`src/core/pic_defs.svh`:
```
// register map, command codes and reset values of the cascaded controller pair
// How it works
// [RL1] a one in a mask bit blocks that request line
// [RL2] a zero in a mask bit lets that line be accepted again
// [RL3] master mask bit 2 also blocks everything coming from the slave
// [RL4] reset or init leaves each controller fully nested, line 0 first
// [RL5] reset or init turns rotation off; plain end_of_interrupt is the default
// [RL6] code 000 clears, code 100 sets rotation in automatic end mode
// [RL7] 001 non-specific end, 011 specific end, 101 end with rotate, 010 nothing
// [RL8] code 110 sets priority from the level_select_bits
// [RL9] code 111 ends the selected line and rotates on it
// [RL10] the command word counts only when bits 4:3 are 00
// [RL11] level_select_bits 0..7 name line 0..7 (slave: 8..15)
// [RL12] slave output drives master line 2 and is resolved there
// [RL13] automatic_interrupt_end ends each interrupt at acknowledge
// [RL14] line 0 highest by default; rotation makes the served line lowest
// [RL15] non-specific end clears highest in-service line, specific the selected one
`ifndef PIC_DEFS_SVH
`define PIC_DEFS_SVH

`define PIC_IDX_MCMD 10'h020
`define PIC_IDX_MMASK 10'h021
`define PIC_IDX_SCMD 10'h0a0
`define PIC_IDX_SMASK 10'h0a1
`define PIC_IDX_CFG 10'h030
`define PIC_IDX_STAT 10'h031
`define PIC_IDX_EN 10'h032
`define PIC_IDX_CLR 10'h033
`define PIC_IDX_ISR 10'h034
`define PIC_IDX_PEND 10'h035

`define PIC_CFG_AUTO_M 0
`define PIC_CFG_AUTO_S 1
`define PIC_CFG_INIT 4

`define PIC_OP_ROT_AUTO_CLR 3'h0
`define PIC_OP_NS_EOI 3'h1
`define PIC_OP_NOP 3'h2
`define PIC_OP_SP_EOI 3'h3
`define PIC_OP_ROT_AUTO_SET 3'h4
`define PIC_OP_ROT_NS 3'h5
`define PIC_OP_SET_PRIO 3'h6
`define PIC_OP_ROT_SP 3'h7

`define PIC_MASK_RST 8'h00
`define PIC_BASE_RST 3'h7
`define PIC_CASCADE_LINE 3'h2

`endif

```
`src/core/pic_pkg.sv`:
```
// types shared by the controller pair
`default_nettype none
package pic_pkg;
   typedef struct packed {
      logic [2:0] code;
      logic [1:0] sel;
      logic [2:0] level;
   } pic_cmd_type;
   typedef struct packed {
      logic valid;
      logic [3:0] line;
   } pic_ack_type;
endpackage
`default_nettype wire

```
`src/core/pic_prio.sv`:
```
// rotating priority picker: best set bit after the lowest-priority base
`default_nettype none
module pic_prio (
   input wire logic [7:0] vec,
   input wire logic [2:0] base,
   output logic found,
   output logic [2:0] line,
   output logic [2:0] rank
);
   always_comb begin
      found = 1'b0;
      line = 3'h0;
      rank = 3'h0;
      for (int k = 7; k >= 0; k--) begin
         if (vec[3'(base + 3'(k) + 3'h1)]) begin
            found = 1'b1;
            line = 3'(base + 3'(k) + 3'h1);
            rank = 3'(k);
         end
      end
   end
endmodule
`default_nettype wire

```
`src/core/pic_sync.sv`:
```
// two-stage synchroniser for the request pins
`default_nettype none
module pic_sync #(
   parameter int WIDTH = 16
) (
   input wire logic clk,
   input wire logic rst_n,
   input wire logic [WIDTH-1:0] d,
   output logic [WIDTH-1:0] q
);
   logic [WIDTH-1:0] meta_ff;
   always_ff @(posedge clk or negedge rst_n) begin
      if (!rst_n) begin
         meta_ff <= '0;
         q <= '0;
      end else begin
         meta_ff <= d;
         q <= meta_ff;
      end
   end
endmodule
`default_nettype wire

```
`src/core/pic_top.sv`:
```
// cascaded controller pair: masks, end and rotate commands, apb registers
//
// The implementer's own choice: the APB interface to the registers.
`include "pic_defs.svh"
`default_nettype none
module pic_top import pic_pkg::*; (
   input wire logic pclk,
   input wire logic presetn,
   input wire logic psel,
   input wire logic penable,
   input wire logic pwrite,
   input wire logic [11:0] paddr,
   input wire logic [31:0] pwdata,
   output logic [31:0] prdata,
   output logic pready,
   output logic pslverr,
   input wire logic [15:0] irq_in,
   output logic intr,
   input wire logic int_ack,
   output logic ack_valid,
   output logic [3:0] ack_line,
   output logic irq_out
);

   // ***********************
   // request pins and bus decode
   // ***********************
   logic [15:0] irq_s;
   logic [9:0] idx;
   logic hit;
   logic wr_acc;
   logic init_pulse;
   pic_cmd_type cmd;

   pic_sync #(.WIDTH(16)) u_sync (
      .clk(pclk),
      .rst_n(presetn),
      .d(irq_in),
      .q(irq_s)
   );

   assign idx = paddr[11:2];
   assign cmd = pic_cmd_type'(pwdata[7:0]);
   assign wr_acc = psel & penable & pwrite & hit;
   assign init_pulse = wr_acc & (idx == `PIC_IDX_CFG) & pwdata[`PIC_CFG_INIT];

   always_comb begin
      case (idx)
         `PIC_IDX_MCMD, `PIC_IDX_MMASK, `PIC_IDX_SCMD, `PIC_IDX_SMASK,
         `PIC_IDX_CFG, `PIC_IDX_STAT, `PIC_IDX_EN, `PIC_IDX_CLR,
         `PIC_IDX_ISR, `PIC_IDX_PEND: hit = (paddr[1:0] == 2'h0);
         default: hit = 1'b0;
      endcase
   end

   assign pready = 1'b1;
   assign pslverr = psel & penable & ~hit;

   // ***********************
   // per-controller state
   // ***********************
   logic [1:0][7:0] mask_ff;
   logic [1:0][7:0] isr_ff;
   logic [1:0][2:0] base_ff;
   logic [1:0] rot_auto_ff;
   logic [1:0] auto_end_ff;
   logic [1:0][7:0] req_w;
   logic [1:0][7:0] pend_w;
   logic [1:0] intr_w;
   logic [1:0] acc;
   logic [1:0] cmd_wr;
   logic [1:0] eoi_ev;
   logic [1:0][2:0] win;

   // slave output enters master line 2
   assign req_w[0] = {irq_s[7:3], intr_w[1], irq_s[1:0]}; // RL12
   assign req_w[1] = irq_s[15:8];

   // acknowledge reaches the slave only when master line 2 won
   assign acc[0] = int_ack & intr_w[0];
   assign acc[1] = acc[0] & (win[0] == `PIC_CASCADE_LINE); // RL12

   for (genvar c = 0; c < 2; c++) begin : g_ctl
      localparam logic [9:0] CIDX = (c == 0) ? `PIC_IDX_MCMD : `PIC_IDX_SCMD;
      localparam logic [9:0] MIDX = (c == 0) ? `PIC_IDX_MMASK : `PIC_IDX_SMASK;
      logic pend_any;
      logic isr_any;
      logic [2:0] pend_rank;
      logic [2:0] isr_line;
      logic [2:0] isr_rank;
      logic [7:0] set_v;
      logic [7:0] clr_v;
      logic base_ld;
      logic [2:0] base_val;

      assign pend_w[c] = req_w[c] & ~mask_ff[c]; // RL1 RL2 RL3

      pic_prio u_pend (
         .vec(pend_w[c]),
         .base(base_ff[c]),
         .found(pend_any),
         .line(win[c]),
         .rank(pend_rank)
      );

      pic_prio u_isr (
         .vec(isr_ff[c]),
         .base(base_ff[c]),
         .found(isr_any),
         .line(isr_line),
         .rank(isr_rank)
      );

      // request only when it outranks every line in service
      assign intr_w[c] = pend_any & (~isr_any | (pend_rank < isr_rank)); // RL14

      assign cmd_wr[c] = wr_acc & (idx == CIDX) & (cmd.sel == 2'h0); // RL10
      assign eoi_ev[c] = cmd_wr[c] & cmd.code[0];

      always_comb begin
         set_v = 8'h00;
         clr_v = 8'h00;
         base_ld = 1'b0;
         base_val = base_ff[c];
         if (acc[c] & ~auto_end_ff[c]) begin
            set_v[win[c]] = 1'b1;
         end
         if (acc[c] & auto_end_ff[c] & rot_auto_ff[c]) begin
            base_ld = 1'b1; // RL13
            base_val = win[c]; // RL14
         end
         if (cmd_wr[c]) begin
            case (cmd.code)
               `PIC_OP_NS_EOI: begin
                  clr_v[isr_line] = isr_any; // RL7 RL15
               end
               `PIC_OP_SP_EOI: begin
                  clr_v[cmd.level] = 1'b1; // RL7 RL11 RL15
               end
               `PIC_OP_ROT_NS: begin
                  clr_v[isr_line] = isr_any; // RL7
                  base_ld = isr_any;
                  base_val = isr_line; // RL14
               end
               `PIC_OP_SET_PRIO: begin
                  base_ld = 1'b1; // RL8
                  base_val = cmd.level; // RL11
               end
               `PIC_OP_ROT_SP: begin
                  clr_v[cmd.level] = 1'b1; // RL9
                  base_ld = 1'b1;
                  base_val = cmd.level; // RL9
               end
               default: begin
               end
            endcase
         end
      end

      always_ff @(posedge pclk or negedge presetn) begin
         if (!presetn) begin
            mask_ff[c] <= `PIC_MASK_RST;
         end else if (wr_acc & (idx == MIDX)) begin
            mask_ff[c] <= pwdata[7:0]; // RL1 RL2
         end
      end

      // a new acknowledge wins over a clear of the same bit
      always_ff @(posedge pclk or negedge presetn) begin
         if (!presetn) begin
            isr_ff[c] <= 8'h00;
         end else if (init_pulse) begin
            isr_ff[c] <= 8'h00; // RL4
         end else begin
            isr_ff[c] <= (isr_ff[c] & ~clr_v) | set_v; // RL13 RL15
         end
      end

      always_ff @(posedge pclk or negedge presetn) begin
         if (!presetn) begin
            base_ff[c] <= `PIC_BASE_RST; // RL4
         end else if (init_pulse) begin
            base_ff[c] <= `PIC_BASE_RST; // RL4
         end else if (base_ld) begin
            base_ff[c] <= base_val;
         end
      end

      always_ff @(posedge pclk or negedge presetn) begin
         if (!presetn) begin
            rot_auto_ff[c] <= 1'b0; // RL5
         end else if (init_pulse) begin
            rot_auto_ff[c] <= 1'b0; // RL5
         end else if (cmd_wr[c] & (cmd.code == `PIC_OP_ROT_AUTO_CLR)) begin
            rot_auto_ff[c] <= 1'b0; // RL6
         end else if (cmd_wr[c] & (cmd.code == `PIC_OP_ROT_AUTO_SET)) begin
            rot_auto_ff[c] <= 1'b1; // RL6
         end
      end
   end

   assign intr = intr_w[0];

   // ***********************
   // configuration and acknowledge
   // ***********************
   always_ff @(posedge pclk or negedge presetn) begin
      if (!presetn) begin
         auto_end_ff <= 2'h0;
      end else if (wr_acc & (idx == `PIC_IDX_CFG)) begin
         auto_end_ff <= {pwdata[`PIC_CFG_AUTO_S], pwdata[`PIC_CFG_AUTO_M]}; // RL13
      end
   end

   pic_ack_type ack_ff;
   always_ff @(posedge pclk or negedge presetn) begin
      if (!presetn) begin
         ack_ff <= '0;
      end else begin
         ack_ff.valid <= acc[0];
         ack_ff.line <= acc[1] ? {1'b1, win[1]} : {1'b0, win[0]}; // RL11
      end
   end
   assign ack_valid = ack_ff.valid;
   assign ack_line = ack_ff.line;

   // ***********************
   // event status, enable, clear
   // ***********************
   logic [3:0] stat_ff;
   logic [3:0] en_ff;
   logic [3:0] ev;
   logic [3:0] clr_w;

   assign ev = {eoi_ev[1], eoi_ev[0], acc[1], acc[0]};
   assign clr_w = (wr_acc & (idx == `PIC_IDX_CLR)) ? pwdata[3:0] : 4'h0;

   always_ff @(posedge pclk or negedge presetn) begin
      if (!presetn) begin
         stat_ff <= 4'h0;
      end else begin
         stat_ff <= (stat_ff & ~clr_w) | ev;
      end
   end

   always_ff @(posedge pclk or negedge presetn) begin
      if (!presetn) begin
         en_ff <= 4'h0;
      end else if (wr_acc & (idx == `PIC_IDX_EN)) begin
         en_ff <= pwdata[3:0];
      end
   end

   assign irq_out = |(stat_ff & en_ff);

   // ***********************
   // read data, captured in the setup cycle
   // ***********************
   logic [31:0] prdata_ff;
   always_ff @(posedge pclk or negedge presetn) begin
      if (!presetn) begin
         prdata_ff <= 32'h0;
      end else if (psel & ~penable) begin
         case (idx)
            `PIC_IDX_MMASK: prdata_ff <= {24'h0, mask_ff[0]};
            `PIC_IDX_SMASK: prdata_ff <= {24'h0, mask_ff[1]};
            `PIC_IDX_CFG: prdata_ff <= {30'h0, auto_end_ff};
            `PIC_IDX_STAT: prdata_ff <= {28'h0, stat_ff};
            `PIC_IDX_EN: prdata_ff <= {28'h0, en_ff};
            `PIC_IDX_ISR: prdata_ff <= {16'h0, isr_ff[1], isr_ff[0]};
            `PIC_IDX_PEND: prdata_ff <= {16'h0, pend_w[1], pend_w[0]};
            default: prdata_ff <= 32'h0;
         endcase
      end
   end
   assign prdata = prdata_ff;
endmodule
`default_nettype wire

```
`config.mk`:
```
export PLATFORM = sky130hd
export DESIGN_NAME = pic_top
export DESIGN_NICKNAME = d
export VERILOG_FILES = /design/src/core/pic_pkg.sv /design/src/core/pic_prio.sv /design/src/core/pic_sync.sv /design/src/core/pic_top.sv
export VERILOG_INCLUDE_DIRS = /design/src /design/src/core
export SDC_FILE = /design/constraint.sdc
export NUM_CORES = 1
export LEC_CHECK = 0
export ABC_AREA = 1
export BUFFER_PORTS_ARGS = -buffer_cell sky130_fd_sc_hd__clkbuf_2
export CORE_MARGIN = 5
export CORE_UTILIZATION = 60
export CTS_BUF_LIST = sky130_fd_sc_hd__clkbuf_8
export DETAILED_ROUTE_END_ITERATION = 16
export GPL_TIMING_DRIVEN = 1
export PLACE_DENSITY = 0.83
export SYNTH_ARGS = -nofsm -noshare
export SYNTH_HDL_FRONTEND = slang
export SYNTH_SLANG_ARGS = --single-unit
```
`constraint.sdc`:
```
create_clock -name pclk -period 7.4 [get_ports pclk]
set_input_delay 1.11 -clock pclk [delete_from_list [all_inputs] [get_ports pclk]]
set_output_delay 1.11 -clock pclk [all_outputs]
set_load 0.01 [all_outputs]
```
# Word level (Yosys, flattened, before mapping)
# Index checks and enable logic that the tools add are counted.
# W data, S select, Z words.
classes:
  addsub: 28
  multipliers: 0
  n_div: 0
  magnitude_cmp: 28
  eq_ne: 17
  n_shift: 0
  muxes: 204
  bitwise: 55
  reduce_logical: 17
ops:
  columns: ["cell", "n"]
  rows:
  - ["$mux W3", 72]
  - ["$pmux W16 S7", 1]
  - ["$bmux W1 S3", 32]
  - ["$lt A3 B4 Y1 const B", 21]
  - ["$eq A10 B6 Y1 const B", 8]
  - ["$mux W1", 80]
  - ["$add A3 B1 Y3 const B", 16]
  - ["$and A8 B8 Y8", 6]
  - ["$mux W8", 6]
  - ["$not A8 Y8", 4]
  - ["$pmux W8 S2", 2]
  - ["$and A1 B1 Y1", 31]
  - ["$add A3 B3 Y3 const B", 8]
  - ["$eq A10 B8 Y1 const B", 2]
  - ["$or A8 B8 Y8", 2]
  - ["$demux W1 S3", 5]
  - ["$ge A3 B1 Y1 const B", 5]
  - ["$add A3 B2 Y3 const B", 4]
  - ["$eq A3 B3 Y1 const B", 4]
  - ["$pmux W3 S2", 2]
  - ["$reduce_or A10 Y1", 1]
  - ["$and A4 B4 Y4", 2]
  - ["$mux W4", 2]
  - ["$eq A3 B2 Y1 const B", 2]
  - ["other kinds (14)", 31]
totals:
  regBits: 119
  latchBits: 0
  mem_bits_rw: 0
  romBits: 0
  input_bits: 66
  output_inout_bits: 41
  elab_cells: 365
  mem_count: 0

# Longest topological paths before layout
logic_depth:
  word_depth: 38
  depth_mapped: 44
  depth_no_buf: 42

# Hierarchy
# A second synthesis with hierarchy kept.
unflattened:
  cells_unflattened: 1340
  area_unflattened_um2: 9103.7
modules_own_cells:
  columns: ["mod", "n_inst", "cells_each", "area_per_inst_um2", "seq_area_each_um2"]
  rows:
  - ["pic_top", 1, 644, 4609.4, 1784.2]
  - ["pic_prio", 4, 166, 923.4, 0.0]
  - ["pic_sync", 1, 32, 800.8, 800.8]

# Least setup slack after synthesis
# No wires, ideal clock.
synth_path:
  path_kind: "register -> output"
  from: "reg base_ff[3] (netlist bit)"
  to: "out intr"
  t_arrival_ps: 4380
  required_ps: 6290
  path_slack_ps: 1910
  stages_incl_launch_ff: 34
  path_buffers: 2
  path_cell_list: "dfstp_2 > inv_2 > buf_6 > ha_1 > inv_1 > buf_2 > nand3_1 > nand2_1 > nor2_1 > a21oi_1 > inv_2 > nor2_1 > nand3_1 > ha_1 > nand2_1 > inv_1 > nand2_1 > nand2_2 > nand2_4 > nand3_2 > nand2_2 > o21bai_2 > inv_2 > nor2_4 > inv_1 > nor2_1 > inv_1 > nor3_1 > inv_1 > a21oi_1 > ha_1 > a21oi_1 > nand2_1 > a21oi_1"
synth_between:
  elab_chain_cells: 29
  elab_cells_between_ends: 118
  cone_classes: "add/sub (14); order compare (2); mux (96); bitwise (6)"
synth_rtl:
  columns: ["item", "line", "text"]
  rows:
  - ["start, declared", "pic_top.sv:64", "logic [1:0][2:0] base_ff;"]
  - ["start signal, assigned by index", "pic_top.sv:181", "base_ff[c] <= `PIC_BASE_RST;"]
  - ["start signal, assigned by index", "pic_top.sv:183", "base_ff[c] <= `PIC_BASE_RST;"]
  - ["start signal, assigned by index", "pic_top.sv:185", "base_ff[c] <= base_val;"]
  - ["$add A3 B3 Y3", "pic_prio.sv:15", "if (vec[3'(base + 3'(k) + 3'h1)]) begin"]
  - ["$add A3 B1 Y3", "pic_prio.sv:15", null]
  - ["$bmux W1 S3", "pic_prio.sv:15", null]
  - ["$mux W1 (not written as such)", "pic_prio.sv:15", null]
  - ["$mux W3 / $mux W1 (equally long branches) (8 in series)", "pic_prio.sv:15", null]
  - ["$lt A3 B3 Y1 / $not A1 Y1 (equally long branches)", "pic_top.sv:115", "assign intr_w[c] = pend_any & (~isr_any | (pend_rank < isr_rank));"]
  - ["$or A1 B1 Y1", "pic_top.sv:115", null]
  - ["$and A1 B1 Y1 (*)", "pic_top.sv:115", null]
  - ["$and A8 B8 Y8 (*)", "pic_top.sv:96", "assign pend_w[c] = req_w[c] & ~mask_ff[c];"]
  - ["$bmux W1 S3", "pic_prio.sv:15", null]
  - ["$mux W1 (not written as such)", "pic_prio.sv:15", null]
  - ["$mux W3 (8 in series)", "pic_prio.sv:15", null]
  - ["$lt A3 B3 Y1", "pic_top.sv:115", null]
  - ["$or A1 B1 Y1", "pic_top.sv:115", null]
  - ["$and A1 B1 Y1 (*)", "pic_top.sv:115", null]
  - ["end, declared", "pic_top.sv:18", "output logic intr,"]
# Every way passes the cells marked *; elsewhere a longest branch is shown, timed or not. The select of a mux whose other input is x is not followed.

# Worst setup path after layout
layout_path:
  from: "reg base_ff[4] (netlist bit)"
  to: "out intr"
# The elaborated chain is that of the path after synthesis.

==> impl_metrics.py <==
metrics = {
    "power": {
        "pwr_density_cell_nw_per_um2": 131,
        "leakagePower_nw": 4.13,
        "vdd_drop_max_mv": 0.141,
    },
    "yosys": {
        "yosys_warnings": 0,
        "synth_cell_types": 61,
        "synth_area_leaders": "dfrtp_1 (31%), nand2_1 (13%), inv_1 (7.7%)",
        "async_flop_share_pct": 100,
        "ys_seq_area_share_pct": 33.2,
        "synth_top_cell_by_area": "dfrtp_1",
        "yosys_register_bits": 101,
        "synth_top_area_share_pct": 31.1,
        "synth_edf_count": 0,
        "syn_inst": 1140,
        "synthFlopType": "dfrtp_1",
        "synth_area_sq_um": 7640,
        "synth_area_per_cell_sq_um": 6.70,
        "synth_common_cells": "nand2_1 (264), inv_1 (157), nor2_1 (118)",
        "yosysMostFrequentCell": "nand2_1",
    },
    "placed_design": {
        "pre_cts_slack_ps": 1160,
        "port_buffers": 64,
        "placedCellCount": 1355,
        "hpwl_mm": 17.7,
        "gp_congestion": 1.02,
        "placed_cell_area_sq_um": 8000,
    },
    "detailed_routing": {
        "drt_iter0_drc": 869,
        "top_layer": "met4",
        "vias_per_cell": 5.71,
        "routed_wl_mm": 22.4,
        "wl_met3_mm": 2.51,
        "final_antenna_net_count": 0,
        "drtPass1Iterations": 5,
        "vias": 7824,
        "drc": 0,
        "wl_met2_mm": 9.68,
        "met1_length_mm": 9.76,
        "wl_per_cell_microns": 16.3,
    },
    "critical_path": {
        "cpPeakStageDelay_ps": 650,
        "worst_ep_required_time_ps": 6290,
        "cp_slowest_cell": "ha_1",
        "critPathCaptureType": "output port",
        "crit_family": "simple AND/OR/NAND/NOR gates",
        "worstSetupStartpointType": "register",
        "rrSetupSlack_ps": 1600,
        "r2r-start": "base_ff[4]",
        "crit_buf_inv": 11,
        "cp_common_cell": "inv_1",
        "regToRegEndpoint": "isr_ff[11]",
        "arrival_ps": 5650,
        "critical_path_class": "reg -> out",
        "reg2reg_depth": 38,
        "crit_fanout": 14,
    },
    "min_path": {
        "hp-start": "u_sync.meta_ff[14]",
        "min_path_type": "reg -> reg",
        "min_path_cells": 0,
        "holdPathEnd": "u_sync.q[14]",
    },
    "sta": {
        "drv_slew": 0,
        "setup_viol_count_final": 0,
        "fin_crit_sh_pct": 91.3,
        "hold_viol_final": 0,
        "clock_skew_ps": 20.4,
        "clock.fmax_ghz": 0.148,
        "rsz0062_at_grt": "no",
        "worst_pin_slew_ps": 871,
        "timing.final.crit_period_ps": 6760,
        "maxSlewHeadroom_pct": 41.5,
        "hold_ws_ps": 358,
        "tns_ps": 0,
        "fin_ws_ps": 642,
    },
    "global_routing": {
        "grt_pass1_vias": 7075,
        "grt_use_total_pct": 30.3,
        "antenna_found_initial": 0,
        "grt_pass1_wl_mm": 35.5,
        "gr-total-overflow": 0,
        "grt_max_degree": 60,
    },
    "flow_run": {
        "cap_violations": 0,
    },
    "clock_tree": {
        "clk_pin_slew_ps": 110,
        "cts_resized": 0,
        "clk-insertion-delay-late_ps": 390,
        "htreeDepth": 3,
        "hold_buffers": 0,
        "cts_buffers": 9,
        "cts_tree": "yes",
        "cts_root_buffer": "clkbuf_8",
        "cts_setup_buffers": 0,
        "cts.sinks": 101,
        "clk_path_buf_depth": 2,
    },
    "floorplan": {
        "initial_core_util_pct": 60.8,
        "coreArea_sq_um": 12600,
        "die_w_microns": 123,
        "die_area_sq_um": 15100,
        "io_pins": 107,
        "rows": 41,
        "die_h_microns": 123,
    },
    "cells_and_area": {
        "area_delta_synth_final_pct": 7.44,
        "drive_gt1_share_pct": 13.9,
        "final_cell_area_sq_um": 8200,
        "fillerInstances": 1188,
        "stdcell_count": 1371,
        "diodes": 0,
        "nets": 1270,
    },
    "outcome": {
        "status": "complete, no violations",
    },
}
cell families (layout without fill, tap and decap cells):
logic type      count (synthesis)  count (layout)  synth area share, %
mux                             3               3                0.393
simple gates                  548             548                 32.0
flops                         101             101                 33.2
fa+ha+maj                      10              10                 1.64
compound gates                247             247                 19.0
xor+xnor                        9               9                 1.47
buf+inv                       220             264                 12.3
other cells                     2              17               0.0983
registers in the layout, indices dropped and copies added, names as in the netlist, 2 cells and up:
register and count:
stat_ff 4, u_sync.q 15, base_ff 6, rot_auto_ff 2, en_ff 4, ack_line 4, mask_ff 16, u_sync.meta_ff 15
isr_ff 16, auto_end_ff 2, prdata 16
how the worst max path moves through the flow:
stage | from | to | slack, ps | cells past startpoint
6_report | base_ff[4] | intr | 640 | 35
3_3_place_gp | base_ff[4] | intr | 1220 | 35
2_1_floorplan | base_ff[3] | intr | 1910 | 33
4_1_cts | base_ff[4] | intr | 720 | 35
5_1_grt | base_ff[4] | intr | 270 | 32
3_5_place_dp | base_ff[4] | intr | 1160 | 35
metal layers:
| metal | GRT usage [%] | up-vias |
|---|---|---|
| met5 | 0 | - |
| met2 | 45.8 | 446 |
| met4 | 7.21 | 0 |
| met3 | 7.10 | 45 |
| met1 | 44.1 | 3547 |
| li1 | - | 3786 |
cell type report:
cell class,count,area [sq um],share of cell area (%)
multi-input combinational,834,4220,51.4
sequential,101,2530,30.9
inverter,179,672,8.19
timing repair buffer,69,360,4.39
tap,172,215,2.62
clock buffer,10,138,1.68
clock inverter,6,63.8,0.778
placed cells by master (no fill, tap or decap), types with 5 or more instances in the layout:
cell / instances
o21ai_0: 111
nand3_2: 8
buf_4: 6
nand3_1: 89
nand2_1: 264
o22ai_1: 20
o211ai_1: 8
dfrtp_1: 95
clkbuf_8: 10
clkbuf_2: 63
nand4_1: 10
inv_2: 19
inv_1: 157
a21oi_1: 65
dfstp_2: 6
ha_1: 10
nor2_1: 118
conb_1: 17
a31oi_1: 5
or2_2: 6
nor4_1: 5
nor3_1: 18
nand2_2: 15
power breakdown:
| part | switching, W | internal [W] | total, W |
|---|---|---|---|
| Clock | 0.000219 | 0.000141 | 0.000360 |
| Combinational | 0.000100 | 0.0000420 | 0.000142 |
| Sequential | 0.00000823 | 0.000566 | 0.000575 |
metrics by stage:
stage,util (%),power (W)
finish,65.3,0.00108
global route,65.3,0.00112
CTS,65.3,0.00108
detailed placement,63.7,0.000724
global placement,63.7,0.000721
floorplan,-,0.000677
No activity file was read; power rests on OpenSTA's default activity.
